==> src/dsa_consts.svh <==
`ifndef DSA_CONSTS_SVH
`define DSA_CONSTS_SVH

////////////////////////////////////////////////////////////////////////
// on-chip ram windows
`define DSA_RAM_SMALL_LO 8'h02
`define DSA_RAM_SMALL_HI 8'h2F
`define DSA_RAM_LARGE_LO 8'h00
`define DSA_RAM_LARGE_HI 8'h6F
`define DSA_LOW_SEG_END 8'h80
`define DSA_RAM_DEPTH 112
`define DSA_REGRAM_LO 8'hF0
`define DSA_REGRAM_HI 8'hFB
`define DSA_REGRAM_DEPTH 12

////////////////////////////////////////////////////////////////////////
// pointer registers
`define DSA_ADDR_PTR_X 8'hFC
`define DSA_ADDR_SP 8'hFD
`define DSA_ADDR_PTR_B 8'hFE

////////////////////////////////////////////////////////////////////////
// port registers
`define DSA_ADDR_PF_DATA 8'h94
`define DSA_ADDR_PF_CFG 8'h95
`define DSA_ADDR_PF_PINS 8'h96
`define DSA_ADDR_PL_DATA 8'hD0
`define DSA_ADDR_PL_CFG 8'hD1
`define DSA_ADDR_PL_PINS 8'hD2
`define DSA_ADDR_PG_DATA 8'hD4
`define DSA_ADDR_PG_CFG 8'hD5
`define DSA_ADDR_PG_PINS 8'hD6
`define DSA_ADDR_PC_DATA 8'hD8
`define DSA_ADDR_PC_CFG 8'hD9
`define DSA_ADDR_PC_PINS 8'hDA
`define DSA_ADDR_PD_DATA 8'hDC

////////////////////////////////////////////////////////////////////////
// monitor, wakeup, timer and control registers
`define DSA_ADDR_TMO_SERVICE 8'hC7
`define DSA_ADDR_WK_EDGE 8'hC8
`define DSA_ADDR_WK_ENABLE 8'hC9
`define DSA_ADDR_WK_PENDING 8'hCA
`define DSA_ADDR_RLD2_LO 8'hE6
`define DSA_ADDR_RLD2_HI 8'hE7
`define DSA_ADDR_INT_CTRL 8'hE8
`define DSA_ADDR_SHIFT 8'hE9
`define DSA_ADDR_TCNT_LO 8'hEA
`define DSA_ADDR_TCNT_HI 8'hEB
`define DSA_ADDR_RLD1_LO 8'hEC
`define DSA_ADDR_RLD1_HI 8'hED
`define DSA_ADDR_TS_CTRL 8'hEE
`define DSA_ADDR_PSW 8'hEF

////////////////////////////////////////////////////////////////////////
// reset and fixed read values
`define DSA_SP_RESET 8'h6F
`define DSA_PTR_RESET 8'h00
`define DSA_UNUSED_READ 8'hFF
`define DSA_RESERVED_READ 8'h00

`endif

==> src/dsa_pkg.sv <==
package dsa_pkg;

    // operand addressing modes
    typedef enum logic [2:0] {
        DSA_MODE_DIRECT = 3'h0,
        DSA_MODE_INDIR = 3'h1,
        DSA_MODE_POSTMOD = 3'h2,
        DSA_MODE_IMM = 3'h3,
        DSA_MODE_IMM_SHORT = 3'h4
    } dsa_mode_t;

    // operations on the addressed operand
    typedef enum logic [2:0] {
        DSA_OP_LOAD = 3'h0,
        DSA_OP_STORE = 3'h1,
        DSA_OP_XCHG = 3'h2,
        DSA_OP_SETB = 3'h3,
        DSA_OP_CLRB = 3'h4,
        DSA_OP_TESTB = 3'h5
    } dsa_op_t;

endpackage : dsa_pkg

==> src/dsa_ram.sv <==
`timescale 1ns/1ps
module dsa_ram #(
    parameter int DEPTH = 16,
    parameter int IW = $clog2(DEPTH)
) (
    input wire logic clk_i,
    input wire logic rst_n_i,
    input wire logic we_i,
    input wire logic [IW-1:0] idx_i,
    input wire logic [7:0] wdata_i,
    output logic [DEPTH-1:0][7:0] mem_o
);

    typedef struct packed {
        logic [DEPTH-1:0][7:0] mem;
    } dsa_ram_st_t;

    dsa_ram_st_t st;
    dsa_ram_st_t next_st;

    // byte write at the index, reads are the whole array
    always_comb begin
        next_st = st;
        if (we_i && (32'(idx_i) < DEPTH)) begin
            next_st.mem[idx_i] = wdata_i;
        end
    end

    // storage flops
    always_ff @(posedge clk_i or negedge rst_n_i) begin
        if (!rst_n_i) begin
            st <= '0;
        end else begin
            st <= next_st;
        end
    end

    assign mem_o = st.mem;

endmodule : dsa_ram

==> src/dsa_sync.sv <==
`timescale 1ns/1ps
module dsa_sync #(
    parameter int WIDTH = 8
) (
    input wire logic clk_i,
    input wire logic rst_n_i,
    input wire logic [WIDTH-1:0] async_i,
    output logic [WIDTH-1:0] sync_o
);

    typedef struct packed {
        logic [WIDTH-1:0] meta;
        logic [WIDTH-1:0] stable;
    } dsa_sync_st_t;

    dsa_sync_st_t st;
    dsa_sync_st_t next_st;

    // two stages, first stage read only by the second
    always_comb begin
        next_st.meta = async_i;
        next_st.stable = st.meta;
    end

    always_ff @(posedge clk_i or negedge rst_n_i) begin
        if (!rst_n_i) begin
            st <= '0;
        end else begin
            st <= next_st;
        end
    end

    assign sync_o = st.stable;

endmodule : dsa_sync

==> src/dsa_top.sv <==
`timescale 1ns/1ps
`include "dsa_consts.svh"
module dsa_top
    import dsa_pkg::*;
#(
    parameter bit LARGE_RAM = 1'b1
) (
    input wire logic clk_i,
    input wire logic rst_n_i,
    input wire logic req_i,
    input wire dsa_mode_t mode_i,
    input wire dsa_op_t op_i,
    input wire logic ptr_sel_i,
    input wire logic post_dec_i,
    input wire logic [7:0] dir_addr_i,
    input wire logic [7:0] imm_i,
    input wire logic [2:0] bit_sel_i,
    input wire logic [7:0] acc_i,
    input wire logic [7:0] port_f_pins_i,
    input wire logic [7:0] port_l_pins_i,
    input wire logic [7:0] port_g_pins_i,
    input wire logic [7:0] port_c_pins_i,
    output logic done_o,
    output logic [7:0] rdata_o,
    output logic bit_o,
    output logic [7:0] eff_addr_o,
    output logic [7:0] ptr_b_o,
    output logic [7:0] ptr_x_o,
    output logic [7:0] sp_o,
    output logic [7:0] port_f_data_o,
    output logic [7:0] port_f_cfg_o,
    output logic [7:0] port_l_data_o,
    output logic [7:0] port_l_cfg_o,
    output logic [7:0] port_g_data_o,
    output logic [7:0] port_g_cfg_o,
    output logic [7:0] port_c_data_o,
    output logic [7:0] port_c_cfg_o,
    output logic [7:0] port_d_data_o
);

    ////////////////////////////////////////////////////////////////////
    // peripheral bank layout
    localparam int BANK_DEPTH = 23;
    localparam logic [4:0] IX_PF_DATA = 5'h00;
    localparam logic [4:0] IX_PF_CFG = 5'h01;
    localparam logic [4:0] IX_TMO = 5'h02;
    localparam logic [4:0] IX_WK_EDGE = 5'h03;
    localparam logic [4:0] IX_WK_EN = 5'h04;
    localparam logic [4:0] IX_WK_PND = 5'h05;
    localparam logic [4:0] IX_PL_DATA = 5'h06;
    localparam logic [4:0] IX_PL_CFG = 5'h07;
    localparam logic [4:0] IX_PG_DATA = 5'h08;
    localparam logic [4:0] IX_PG_CFG = 5'h09;
    localparam logic [4:0] IX_PC_DATA = 5'h0A;
    localparam logic [4:0] IX_PC_CFG = 5'h0B;
    localparam logic [4:0] IX_PD_DATA = 5'h0C;
    localparam logic [4:0] IX_RLD2_LO = 5'h0D;
    localparam logic [4:0] IX_RLD2_HI = 5'h0E;
    localparam logic [4:0] IX_INT_CTRL = 5'h0F;
    localparam logic [4:0] IX_SHIFT = 5'h10;
    localparam logic [4:0] IX_TCNT_LO = 5'h11;
    localparam logic [4:0] IX_TCNT_HI = 5'h12;
    localparam logic [4:0] IX_RLD1_LO = 5'h13;
    localparam logic [4:0] IX_RLD1_HI = 5'h14;
    localparam logic [4:0] IX_TS_CTRL = 5'h15;
    localparam logic [4:0] IX_PSW = 5'h16;

    typedef struct packed {
        logic [7:0] ptr_b;
        logic [7:0] ptr_x;
        logic [7:0] sp;
        logic done;
        logic [7:0] rdata;
        logic bit_res;
        logic [7:0] eff_addr;
    } dsa_core_st_t;

    localparam dsa_core_st_t ST_RESET = '{
        ptr_b: `DSA_PTR_RESET,
        ptr_x: `DSA_PTR_RESET,
        sp: `DSA_SP_RESET,
        done: 1'b0,
        rdata: 8'h00,
        bit_res: 1'b0,
        eff_addr: 8'h00
    };

    dsa_core_st_t st;
    dsa_core_st_t next_st;

    logic [7:0] eff_addr;
    logic [7:0] ptr_cur;
    logic [7:0] rd_val;
    logic [7:0] wr_val;
    logic [7:0] bit_mask;
    logic mem_access;
    logic wr_en;
    logic ram_hit;
    logic regram_hit;
    logic bank_hit;
    logic [4:0] bank_idx;
    logic [31:0] pins_sync;
    logic [`DSA_RAM_DEPTH-1:0][7:0] ram_mem;
    logic [`DSA_REGRAM_DEPTH-1:0][7:0] regram_mem;
    logic [BANK_DEPTH-1:0][7:0] bank_mem;

    ////////////////////////////////////////////////////////////////////
    // address decode helpers

    // ram window depends on the ram size variant
    function automatic logic dsa_is_ram(input logic [7:0] a);
        if (LARGE_RAM) begin
            return (a <= `DSA_RAM_LARGE_HI);
        end else begin
            return (a >= `DSA_RAM_SMALL_LO) && (a <= `DSA_RAM_SMALL_HI);
        end
    endfunction : dsa_is_ram

    // read/write peripheral registers, hit flag then bank index
    function automatic logic [5:0] dsa_bank_map(input logic [7:0] a);
        case (a)
            `DSA_ADDR_PF_DATA: return {1'b1, IX_PF_DATA};
            `DSA_ADDR_PF_CFG: return {1'b1, IX_PF_CFG};
            `DSA_ADDR_TMO_SERVICE: return {1'b1, IX_TMO};
            `DSA_ADDR_WK_EDGE: return {1'b1, IX_WK_EDGE};
            `DSA_ADDR_WK_ENABLE: return {1'b1, IX_WK_EN};
            `DSA_ADDR_WK_PENDING: return {1'b1, IX_WK_PND};
            `DSA_ADDR_PL_DATA: return {1'b1, IX_PL_DATA};
            `DSA_ADDR_PL_CFG: return {1'b1, IX_PL_CFG};
            `DSA_ADDR_PG_DATA: return {1'b1, IX_PG_DATA};
            `DSA_ADDR_PG_CFG: return {1'b1, IX_PG_CFG};
            `DSA_ADDR_PC_DATA: return {1'b1, IX_PC_DATA};
            `DSA_ADDR_PC_CFG: return {1'b1, IX_PC_CFG};
            `DSA_ADDR_PD_DATA: return {1'b1, IX_PD_DATA};
            `DSA_ADDR_RLD2_LO: return {1'b1, IX_RLD2_LO};
            `DSA_ADDR_RLD2_HI: return {1'b1, IX_RLD2_HI};
            `DSA_ADDR_INT_CTRL: return {1'b1, IX_INT_CTRL};
            `DSA_ADDR_SHIFT: return {1'b1, IX_SHIFT};
            `DSA_ADDR_TCNT_LO: return {1'b1, IX_TCNT_LO};
            `DSA_ADDR_TCNT_HI: return {1'b1, IX_TCNT_HI};
            `DSA_ADDR_RLD1_LO: return {1'b1, IX_RLD1_LO};
            `DSA_ADDR_RLD1_HI: return {1'b1, IX_RLD1_HI};
            `DSA_ADDR_TS_CTRL: return {1'b1, IX_TS_CTRL};
            `DSA_ADDR_PSW: return {1'b1, IX_PSW};
            default: return 6'h00;
        endcase
    endfunction : dsa_bank_map

    ////////////////////////////////////////////////////////////////////
    // pin inputs from outside the clock domain
    dsa_sync #(
        .WIDTH(32)
    ) u_pin_sync (
        .clk_i(clk_i),
        .rst_n_i(rst_n_i),
        .async_i({port_c_pins_i, port_g_pins_i, port_l_pins_i, port_f_pins_i}),
        .sync_o(pins_sync)
    );

    ////////////////////////////////////////////////////////////////////
    // effective address and access class
    always_comb begin
        ptr_cur = ptr_sel_i ? st.ptr_x : st.ptr_b;
        case (mode_i)
            DSA_MODE_DIRECT: eff_addr = dir_addr_i;
            DSA_MODE_INDIR: eff_addr = ptr_cur;
            DSA_MODE_POSTMOD: eff_addr = ptr_cur;
            default: eff_addr = 8'h00;
        endcase
        mem_access = req_i && ((mode_i == DSA_MODE_DIRECT) || (mode_i == DSA_MODE_INDIR)
            || (mode_i == DSA_MODE_POSTMOD));
        ram_hit = dsa_is_ram(eff_addr);
        regram_hit = (eff_addr >= `DSA_REGRAM_LO) && (eff_addr <= `DSA_REGRAM_HI);
        {bank_hit, bank_idx} = dsa_bank_map(eff_addr);
    end

    ////////////////////////////////////////////////////////////////////
    // read mux over the whole data space
    always_comb begin
        if (ram_hit) begin
            rd_val = ram_mem[eff_addr[6:0]];
        end else if (eff_addr < `DSA_LOW_SEG_END) begin
            rd_val = `DSA_UNUSED_READ;
        end else if (regram_hit) begin
            rd_val = regram_mem[eff_addr[3:0]];
        end else if (bank_hit) begin
            rd_val = bank_mem[bank_idx];
        end else begin
            case (eff_addr)
                `DSA_ADDR_PTR_X: rd_val = st.ptr_x;
                `DSA_ADDR_SP: rd_val = st.sp;
                `DSA_ADDR_PTR_B: rd_val = st.ptr_b;
                `DSA_ADDR_PF_PINS: rd_val = pins_sync[7:0];
                `DSA_ADDR_PL_PINS: rd_val = pins_sync[15:8];
                `DSA_ADDR_PG_PINS: rd_val = pins_sync[23:16];
                `DSA_ADDR_PC_PINS: rd_val = pins_sync[31:24];
                default: rd_val = `DSA_RESERVED_READ;
            endcase
        end
    end

    ////////////////////////////////////////////////////////////////////
    // write value: plain store, exchange, or read-modify-write of one bit
    always_comb begin
        bit_mask = 8'h01 << bit_sel_i;
        wr_en = 1'b0;
        wr_val = rd_val;
        case (op_i)
            DSA_OP_STORE: begin
                wr_en = mem_access;
                wr_val = acc_i;
            end
            DSA_OP_XCHG: begin
                wr_en = mem_access;
                wr_val = acc_i;
            end
            DSA_OP_SETB: begin
                wr_en = mem_access;
                wr_val = rd_val | bit_mask;
            end
            DSA_OP_CLRB: begin
                wr_en = mem_access;
                wr_val = rd_val & ~bit_mask;
            end
            default: begin
                wr_en = 1'b0;
                wr_val = rd_val;
            end
        endcase
    end

    ////////////////////////////////////////////////////////////////////
    // storage; writes to unused, read-only and reserved slots go nowhere
    dsa_ram #(
        .DEPTH(`DSA_RAM_DEPTH)
    ) u_main_ram (
        .clk_i(clk_i),
        .rst_n_i(rst_n_i),
        .we_i(wr_en && ram_hit),
        .idx_i(eff_addr[6:0]),
        .wdata_i(wr_val),
        .mem_o(ram_mem)
    );

    dsa_ram #(
        .DEPTH(`DSA_REGRAM_DEPTH)
    ) u_reg_ram (
        .clk_i(clk_i),
        .rst_n_i(rst_n_i),
        .we_i(wr_en && regram_hit),
        .idx_i(eff_addr[3:0]),
        .wdata_i(wr_val),
        .mem_o(regram_mem)
    );

    dsa_ram #(
        .DEPTH(BANK_DEPTH)
    ) u_periph_bank (
        .clk_i(clk_i),
        .rst_n_i(rst_n_i),
        .we_i(wr_en && bank_hit),
        .idx_i(bank_idx),
        .wdata_i(wr_val),
        .mem_o(bank_mem)
    );

    ////////////////////////////////////////////////////////////////////
    // pointers, result and completion
    always_comb begin
        next_st = st;
        next_st.done = req_i;
        if (req_i) begin
            next_st.eff_addr = eff_addr;
            next_st.bit_res = 1'b0;
        end
        // pointer registers written as data addresses
        if (wr_en) begin
            case (eff_addr)
                `DSA_ADDR_PTR_X: next_st.ptr_x = wr_val;
                `DSA_ADDR_SP: next_st.sp = wr_val;
                `DSA_ADDR_PTR_B: next_st.ptr_b = wr_val;
                default: next_st.sp = next_st.sp;
            endcase
        end
        // operand value handed back to the core
        if (mem_access) begin
            case (op_i)
                DSA_OP_LOAD: next_st.rdata = rd_val;
                DSA_OP_XCHG: next_st.rdata = rd_val;
                DSA_OP_TESTB: begin
                    next_st.rdata = rd_val;
                    next_st.bit_res = rd_val[bit_sel_i];
                end
                default: next_st.rdata = st.rdata;
            endcase
        end
        if (req_i && (mode_i == DSA_MODE_IMM)) begin
            next_st.rdata = imm_i;
        end
        if (req_i && (mode_i == DSA_MODE_IMM_SHORT)) begin
            next_st.ptr_b = {4'h0, imm_i[3:0]};
            next_st.rdata = {4'h0, imm_i[3:0]};
        end
        // step after the access, overrides a write to the same pointer
        if (req_i && (mode_i == DSA_MODE_POSTMOD)) begin
            if (ptr_sel_i) begin
                next_st.ptr_x = post_dec_i ? st.ptr_x - 8'h01 : st.ptr_x + 8'h01;
            end else begin
                next_st.ptr_b = post_dec_i ? st.ptr_b - 8'h01 : st.ptr_b + 8'h01;
            end
        end
    end

    // state register
    always_ff @(posedge clk_i or negedge rst_n_i) begin
        if (!rst_n_i) begin
            st <= ST_RESET;
        end else begin
            st <= next_st;
        end
    end

    ////////////////////////////////////////////////////////////////////
    // outputs, all from flops
    assign done_o = st.done;
    assign rdata_o = st.rdata;
    assign bit_o = st.bit_res;
    assign eff_addr_o = st.eff_addr;
    assign ptr_b_o = st.ptr_b;
    assign ptr_x_o = st.ptr_x;
    assign sp_o = st.sp;
    assign port_f_data_o = bank_mem[IX_PF_DATA];
    assign port_f_cfg_o = bank_mem[IX_PF_CFG];
    assign port_l_data_o = bank_mem[IX_PL_DATA];
    assign port_l_cfg_o = bank_mem[IX_PL_CFG];
    assign port_g_data_o = bank_mem[IX_PG_DATA];
    assign port_g_cfg_o = bank_mem[IX_PG_CFG];
    assign port_c_data_o = bank_mem[IX_PC_DATA];
    assign port_c_cfg_o = bank_mem[IX_PC_CFG];
    assign port_d_data_o = bank_mem[IX_PD_DATA];

endmodule : dsa_top
==> config.mk <==
export PLATFORM = sky130hd
export DESIGN_NAME = dsa_top
export DESIGN_NICKNAME = d
export VERILOG_FILES = /design/src/dsa_pkg.sv /design/src/dsa_ram.sv /design/src/dsa_sync.sv /design/src/dsa_top.sv
export VERILOG_INCLUDE_DIRS = /design/src
export SDC_FILE = /design/constraint.sdc
export NUM_CORES = 2
export LEC_CHECK = 0
export BUFFER_PORTS_ARGS = -buffer_cell sky130_fd_sc_hd__buf_4
export CORE_MARGIN = 3
export CORE_UTILIZATION = 30
export DETAILED_ROUTE_END_ITERATION = 7
export GPL_TIMING_DRIVEN = 0
export SLEW_MARGIN = 20
export SYNTH_ARGS = -nofsm -noshare
export SYNTH_HDL_FRONTEND = slang
export SYNTH_HIERARCHICAL = 1
export SYNTH_SLANG_ARGS = --single-unit
==> constraint.sdc <==
create_clock -name clk_i -period 5.1 [get_ports clk_i]
set_clock_uncertainty 0.05 [all_clocks]
set_input_delay 0.765 -clock clk_i [delete_from_list [all_inputs] [get_ports clk_i]]
set_output_delay 0.765 -clock clk_i [all_outputs]
set_load 0.01 [all_outputs]
==> metrics.txt <==
# TYPE chip_impl_metric gauge
chip_impl_info{name="run_status",value="finished, violations left"} 1
chip_impl_info{name="violations_in_the_final_reports",value="setup timing"} 1
chip_impl_metric{name="floorplan.io_pins",unit=""} 184
chip_impl_info{name="hold_critical_path_endpoint",value="u_pin_sync/next_st[17]$_DFF_PN0_"} 1
chip_impl_metric{name="yosys_warnings",unit=""} 6
chip_impl_metric{name="worst-endpoint-arrival",unit="ps"} 6020
chip_impl_metric{name="number_of_global_route_vias_before_repair",unit=""} 44400
chip_impl_metric{name="netlist_area",unit="µm²"} 61300
chip_impl_metric{name="synthDominantCellAreaShare",unit="%"} 52.1
chip_impl_metric{name="drt-wirelength-per-cell",unit="µm"} 31.1
chip_impl_metric{name="cts_made_buffers",unit=""} 140
chip_impl_metric{name="power.ir.vdd_worst",unit="µV"} 365
chip_impl_info{name="synth_flop_cell",value="sky130_fd_sc_hd__dfrtp_1"} 1
chip_impl_metric{name="die_width",unit="µm"} 458
chip_impl_metric{name="largest_net_degree_at_the_start_of_global_routing",unit=""} 144
chip_impl_metric{name="share_comb_of_total_power",unit="%"} 24.5
chip_impl_metric{name="finalWorstSetupSlack",unit="ps"} -259
chip_impl_metric{name="worst-r2r-setup-slack",unit="ps"} -260
chip_impl_metric{name="r2r.worst_path.cells",unit=""} 19
chip_impl_metric{name="placementRows",unit=""} 165
chip_impl_metric{name="floorplan.core_area",unit="µm²"} 203000
chip_impl_metric{name="worstPathRequired",unit="ps"} 5760
chip_impl_metric{name="die_h",unit="µm"} 458
chip_impl_metric{name="setup_viols_final",unit=""} 944
chip_impl_metric{name="gp_congestion",unit=""} 0.954
chip_impl_info{name="most_repeated_library_cell_on_the_critical_path",value="sky130_fd_sc_hd__buf_4"} 1
chip_impl_info{name="timing.hold.worst.class",value="input pin to flip-flop"} 1
chip_impl_info{name="synthDominantAreaCellType",value="sky130_fd_sc_hd__dfrtp_1"} 1
chip_impl_metric{name="remaining_drc_errors",unit=""} 0
chip_impl_metric{name="inst_count_dp",unit=""} 7381
chip_impl_info{name="critical-path-slowest-cell",value="sky130_fd_sc_hd__clkbuf_1"} 1
chip_impl_metric{name="clock_power_share",unit="%"} 37.5
chip_impl_metric{name="worstMarginPinSlew",unit="ps"} 1210
chip_impl_metric{name="cellInternalPower",unit="mW"} 18.9
chip_impl_metric{name="cts_htree_levels",unit=""} 4
chip_impl_metric{name="total_leakage_power",unit="nW"} 34.9
chip_impl_metric{name="worst_path_largest_cell_delay",unit="ps"} 570
chip_impl_metric{name="routed_wirelength",unit="mm"} 242
chip_impl_metric{name="gr-total-overflow",unit=""} 0
chip_impl_info{name="worstSetupPathType",value="flip-flop to flip-flop"} 1
chip_impl_metric{name="starting_density_of_the_core",unit="%"} 30.2
chip_impl_metric{name="sequential_power_share",unit="%"} 38.0
chip_impl_metric{name="first_iter_violations",unit=""} 4916
chip_impl_info{name="worst_setup_path_startpoint",value="ptr_b_o[1]$_DFF_PN0_"} 1
chip_impl_info{name="regToRegStartpoint",value="ptr_b_o[1]$_DFF_PN0_"} 1
chip_impl_metric{name="number_of_search_and_repair_iterations_in_the_first_detailed_routing_pass",unit=""} 5
chip_impl_info{name="rr_endpoint",value="u_periph_bank/mem_o[79]$_DFFE_PN0P_"} 1
chip_impl_metric{name="final.hold.worst_slack",unit="ps"} 42.4
chip_impl_metric{name="layout-drive-gt1-share",unit="%"} 50.0
chip_impl_metric{name="period_share",unit="%"} 105
chip_impl_metric{name="die-area",unit="µm²"} 210000
chip_impl_metric{name="max_cap_viol_count",unit=""} 0
chip_impl_metric{name="dp.final_hpwl",unit="mm"} 164
chip_impl_metric{name="synthCells",unit=""} 4506
chip_impl_metric{name="synth_area_per_cell",unit="µm²"} 13.6
chip_impl_metric{name="first_pass_grt_wire_length",unit="mm"} 341
chip_impl_metric{name="clockBufferDepth",unit=""} 3
chip_impl_metric{name="hold_viol_final",unit=""} 0
chip_impl_info{name="cts_tree",value="done"} 1
chip_impl_metric{name="post_synthesis_net_count",unit=""} 4590
chip_impl_metric{name="post_synth_num_cell_types",unit=""} 115
chip_impl_metric{name="asyncSetResetFlopFracSynth",unit="%"} 100
chip_impl_metric{name="layout-area-overhead-vs-synth",unit="%"} 23.4
chip_impl_metric{name="detail_route.vias_per_cell",unit=""} 5.64
chip_impl_metric{name="detailroute.via_count",unit=""} 44000
chip_impl_info{name="endpoint_kind",value="flip-flop"} 1
chip_impl_metric{name="design_power_total",unit="mW"} 28.1
chip_impl_metric{name="max_fanout_on_critical_path",unit=""} 10
chip_impl_metric{name="final_core_utilization",unit="%"} 37.3
chip_impl_metric{name="number_of_antenna_violations_at_the_first_check_in_global_routing",unit=""} 15
chip_impl_info{name="rsz0062_at_grt",value="yes"} 1
chip_impl_info{name="crit_path_cell_trace",value="mux2_4, a32oi_2, buf_4, buf_4, buf_4, buf_4, buf_4, nand2_1, a31oi_1, o22ai_1, a311oi_1, a2111oi_2, a21oi_4, o41ai_4, buf_4, a21oi_4, buf_16, clkbuf_1, mux2_2"} 1
chip_impl_metric{name="finalWorstPathRequiredPeriod",unit="ps"} 5360
chip_impl_info{name="startpoint_of_the_most_critical_hold_path",value="port_g_pins_i[1]"} 1
chip_impl_metric{name="p_sw",unit="mW"} 9.21
chip_impl_metric{name="slew-limit-headroom",unit="%"} 19.2
chip_impl_metric{name="insertion_delay",unit="ps"} 800
chip_impl_metric{name="synth_sequential_area_ratio",unit="%"} 52.3
chip_impl_metric{name="track_usage",unit="%"} 22.6
chip_impl_metric{name="clock_pin_slew_on_the_worst_setup_and_hold_paths",unit="ps"} 60
chip_impl_metric{name="netSwitchingFraction",unit="%"} 32.7
chip_impl_metric{name="hold-path-cell-count",unit=""} 1
chip_impl_info{name="netlist_top_cells_area",value="sky130_fd_sc_hd__dfrtp_1, sky130_fd_sc_hd__mux2_2, sky130_fd_sc_hd__mux4_2"} 1
chip_impl_metric{name="filler_cell_count",unit=""} 19300
chip_impl_metric{name="timing.fmax",unit="MHz"} 187
chip_impl_metric{name="port_buffers",unit=""} 177
chip_impl_metric{name="powerDensity",unit="nW/µm²"} 372
chip_impl_metric{name="synth.ff_latch_count",unit=""} 1282
chip_impl_info{name="timing.critical_path.from_type",value="flip-flop"} 1
chip_impl_info{name="clock-root-buffer",value="sky130_fd_sc_hd__clkbuf_16"} 1
chip_impl_metric{name="final_cell_count_no_fill",unit=""} 7794
chip_impl_metric{name="ant_nets",unit=""} 0
chip_impl_metric{name="number_of_flops_mapped_to_enable_cells_by_yosys",unit=""} 0
chip_impl_metric{name="nNetsFinal",unit=""} 5081
chip_impl_metric{name="slew_violations",unit=""} 0
chip_impl_metric{name="clkSinkCount",unit=""} 1282
-- critical path, delay by kind of cell (launching register included) --
kind / cells / cell delay, ps
buffers and inverters: 8 / 2060
AND/OR/NAND/NOR: 1 / 80
AO/OA/AOI/OAI: 8 / 2040
multiplexers: 2 / 570
flip-flops: 1 / 450
-- cells in the final DEF, fill, tap and decap left out, types with 18 or more instances in the layout --
cell	instances
sky130_fd_sc_hd__dfrtp_1	1262
sky130_fd_sc_hd__mux2_2	1172
sky130_fd_sc_hd__nand2_1	363
sky130_fd_sc_hd__buf_4	318
sky130_fd_sc_hd__mux4_2	187
sky130_fd_sc_hd__clkbuf_16	160
sky130_fd_sc_hd__nand3_1	133
sky130_fd_sc_hd__a21oi_1	78
sky130_fd_sc_hd__clkbuf_8	74
sky130_fd_sc_hd__clkbuf_1	73
sky130_fd_sc_hd__a22oi_1	73
sky130_fd_sc_hd__nor2_1	64
sky130_fd_sc_hd__mux2i_1	54
sky130_fd_sc_hd__buf_2	47
sky130_fd_sc_hd__clkbuf_2	45
sky130_fd_sc_hd__buf_6	44
sky130_fd_sc_hd__o21ai_0	44
sky130_fd_sc_hd__and3_1	43
sky130_fd_sc_hd__nand3_2	43
sky130_fd_sc_hd__nor3_4	40
sky130_fd_sc_hd__buf_16	35
sky130_fd_sc_hd__buf_12	31
sky130_fd_sc_hd__clkbuf_4	28
sky130_fd_sc_hd__dlygate4sd3_1	27
sky130_fd_sc_hd__a31oi_1	26
sky130_fd_sc_hd__a311oi_1	25
sky130_fd_sc_hd__clkinv_2	24
sky130_fd_sc_hd__nor3_2	22
sky130_fd_sc_hd__a21oi_2	20
sky130_fd_sc_hd__inv_1	19
sky130_fd_sc_hd__nor3_1	19
sky130_fd_sc_hd__mux2_4	18
sky130_fd_sc_hd__nor2_2	18
-- cell usage after synthesis (all sizes together) (20+ instances only) --
library cell and number:
dfrtp 1276, mux2 1203, nand2 370, mux4 187, nand3 176, buf 173
clkbuf 173, a21oi 106, a22oi 90, nor2 86, nor3 81, mux2i 62
o21ai 54, and3 43, a31oi 33, inv 29, a311oi 27, a221oi 20
-- cell families after synthesis --
kind of cell | Yosys count | synth area share (%)
flip-flops | 1282 | 52.3
adder cells (fa/ha/maj) | 14 | 0.310
AND/OR/NAND/NOR | 892 | 8.54
XOR/XNOR | 16 | 0.241
buffers and inverters | 377 | 2.94
AO/OA/AOI/OAI | 473 | 5.54
multiplexers | 1452 | 30.1
-- cell type report --
| cell class | count | area, µm² | share of cell area, % |
|---|---|---|---|
| sequential | 1282 | 32100 | 42.4 |
| multi-input combinational | 2847 | 28400 | 37.6 |
| clock buffer | 204 | 4140 | 5.47 |
| buffer | 343 | 3420 | 4.53 |
| timing repair buffer | 352 | 3390 | 4.49 |
| tap | 2672 | 3340 | 4.42 |
| clock inverter | 51 | 596 | 0.787 |
| inverter | 31 | 176 | 0.233 |
| antenna | 12 | 30.0 | 0.0397 |
-- worst max path at each step --
stage | end | depth (start not counted)
finish | u_periph_bank/mem_o[79]$_DFFE_PN0P_ | 19
global route | u_main_ram/mem_o[391]$_DFFE_PN0P_ | 19
CTS | u_main_ram/mem_o[573]$_DFFE_PN0P_ | 19
detailed placement | u_main_ram/mem_o[52]$_DFFE_PN0P_ | 22
global placement | u_periph_bank/mem_o[72]$_DFFE_PN0P_ | 1
floorplan | u_main_ram/mem_o[185]$_DFFE_PN0P_ | 20
-- routing by layer --
metal  vias to the layer above  routed length, µm  global-route usage [%]
met5                         -                 48                       0
met4                         8              14500                    12.0
met1                     23400              97200                    29.3
met2                      2155             108000                    34.2
met3                       592              22600                    6.44
li1                      17800                  -                       -
-- per-stage QoR --
step	setup WS (ps)	setup TNS, ps	area [µm²]
final	-259	-96560	75600
after global routing	-254	-134350	75600
after CTS	-60.7	-5040	75500
after detailed placement	-4650	-3974750	66700
after global placement	-12230	-	66000
after floorplan	143	0	61300
-- power by group through the flow --
| stage | combinational, mW | clock [mW] | sequential, mW |
|---|---|---|---|
| after floorplan | 2.43 | 0 | 10.8 |
| after global placement | 5.11 | 0 | 10.9 |
| after detailed placement | 5.33 | 0 | 10.9 |
| after CTS | 6.68 | 10.7 | 10.7 |
| after global routing | 7.04 | 11.1 | 10.7 |
| final | 6.88 | 10.6 | 10.7 |
-- state kept, by name (all words and copies together), names as in the netlist, 8 cells and up --
signal and cells:
rdata_o 8, ptr_x_o 8, sp_o 8, u_main_ram/mem_o 896, eff_addr_o 8, ptr_b_o 8
u_pin_sync/sync_o 32, u_reg_ram/mem_o 96, u_pin_sync/next_st 32, u_periph_bank/mem_o 184
-- what timing repair did --
item	in CTS	in global routing
endpoints found under the hold margin	85	0
cloned	9	0
setup endpoints to repair	1209	1112
pin swaps	43	9
hold buffers	27	0
gates resized for setup	690	31
buffers inserted	113	0
Note: power is estimated with default switching activity, not from simulation.
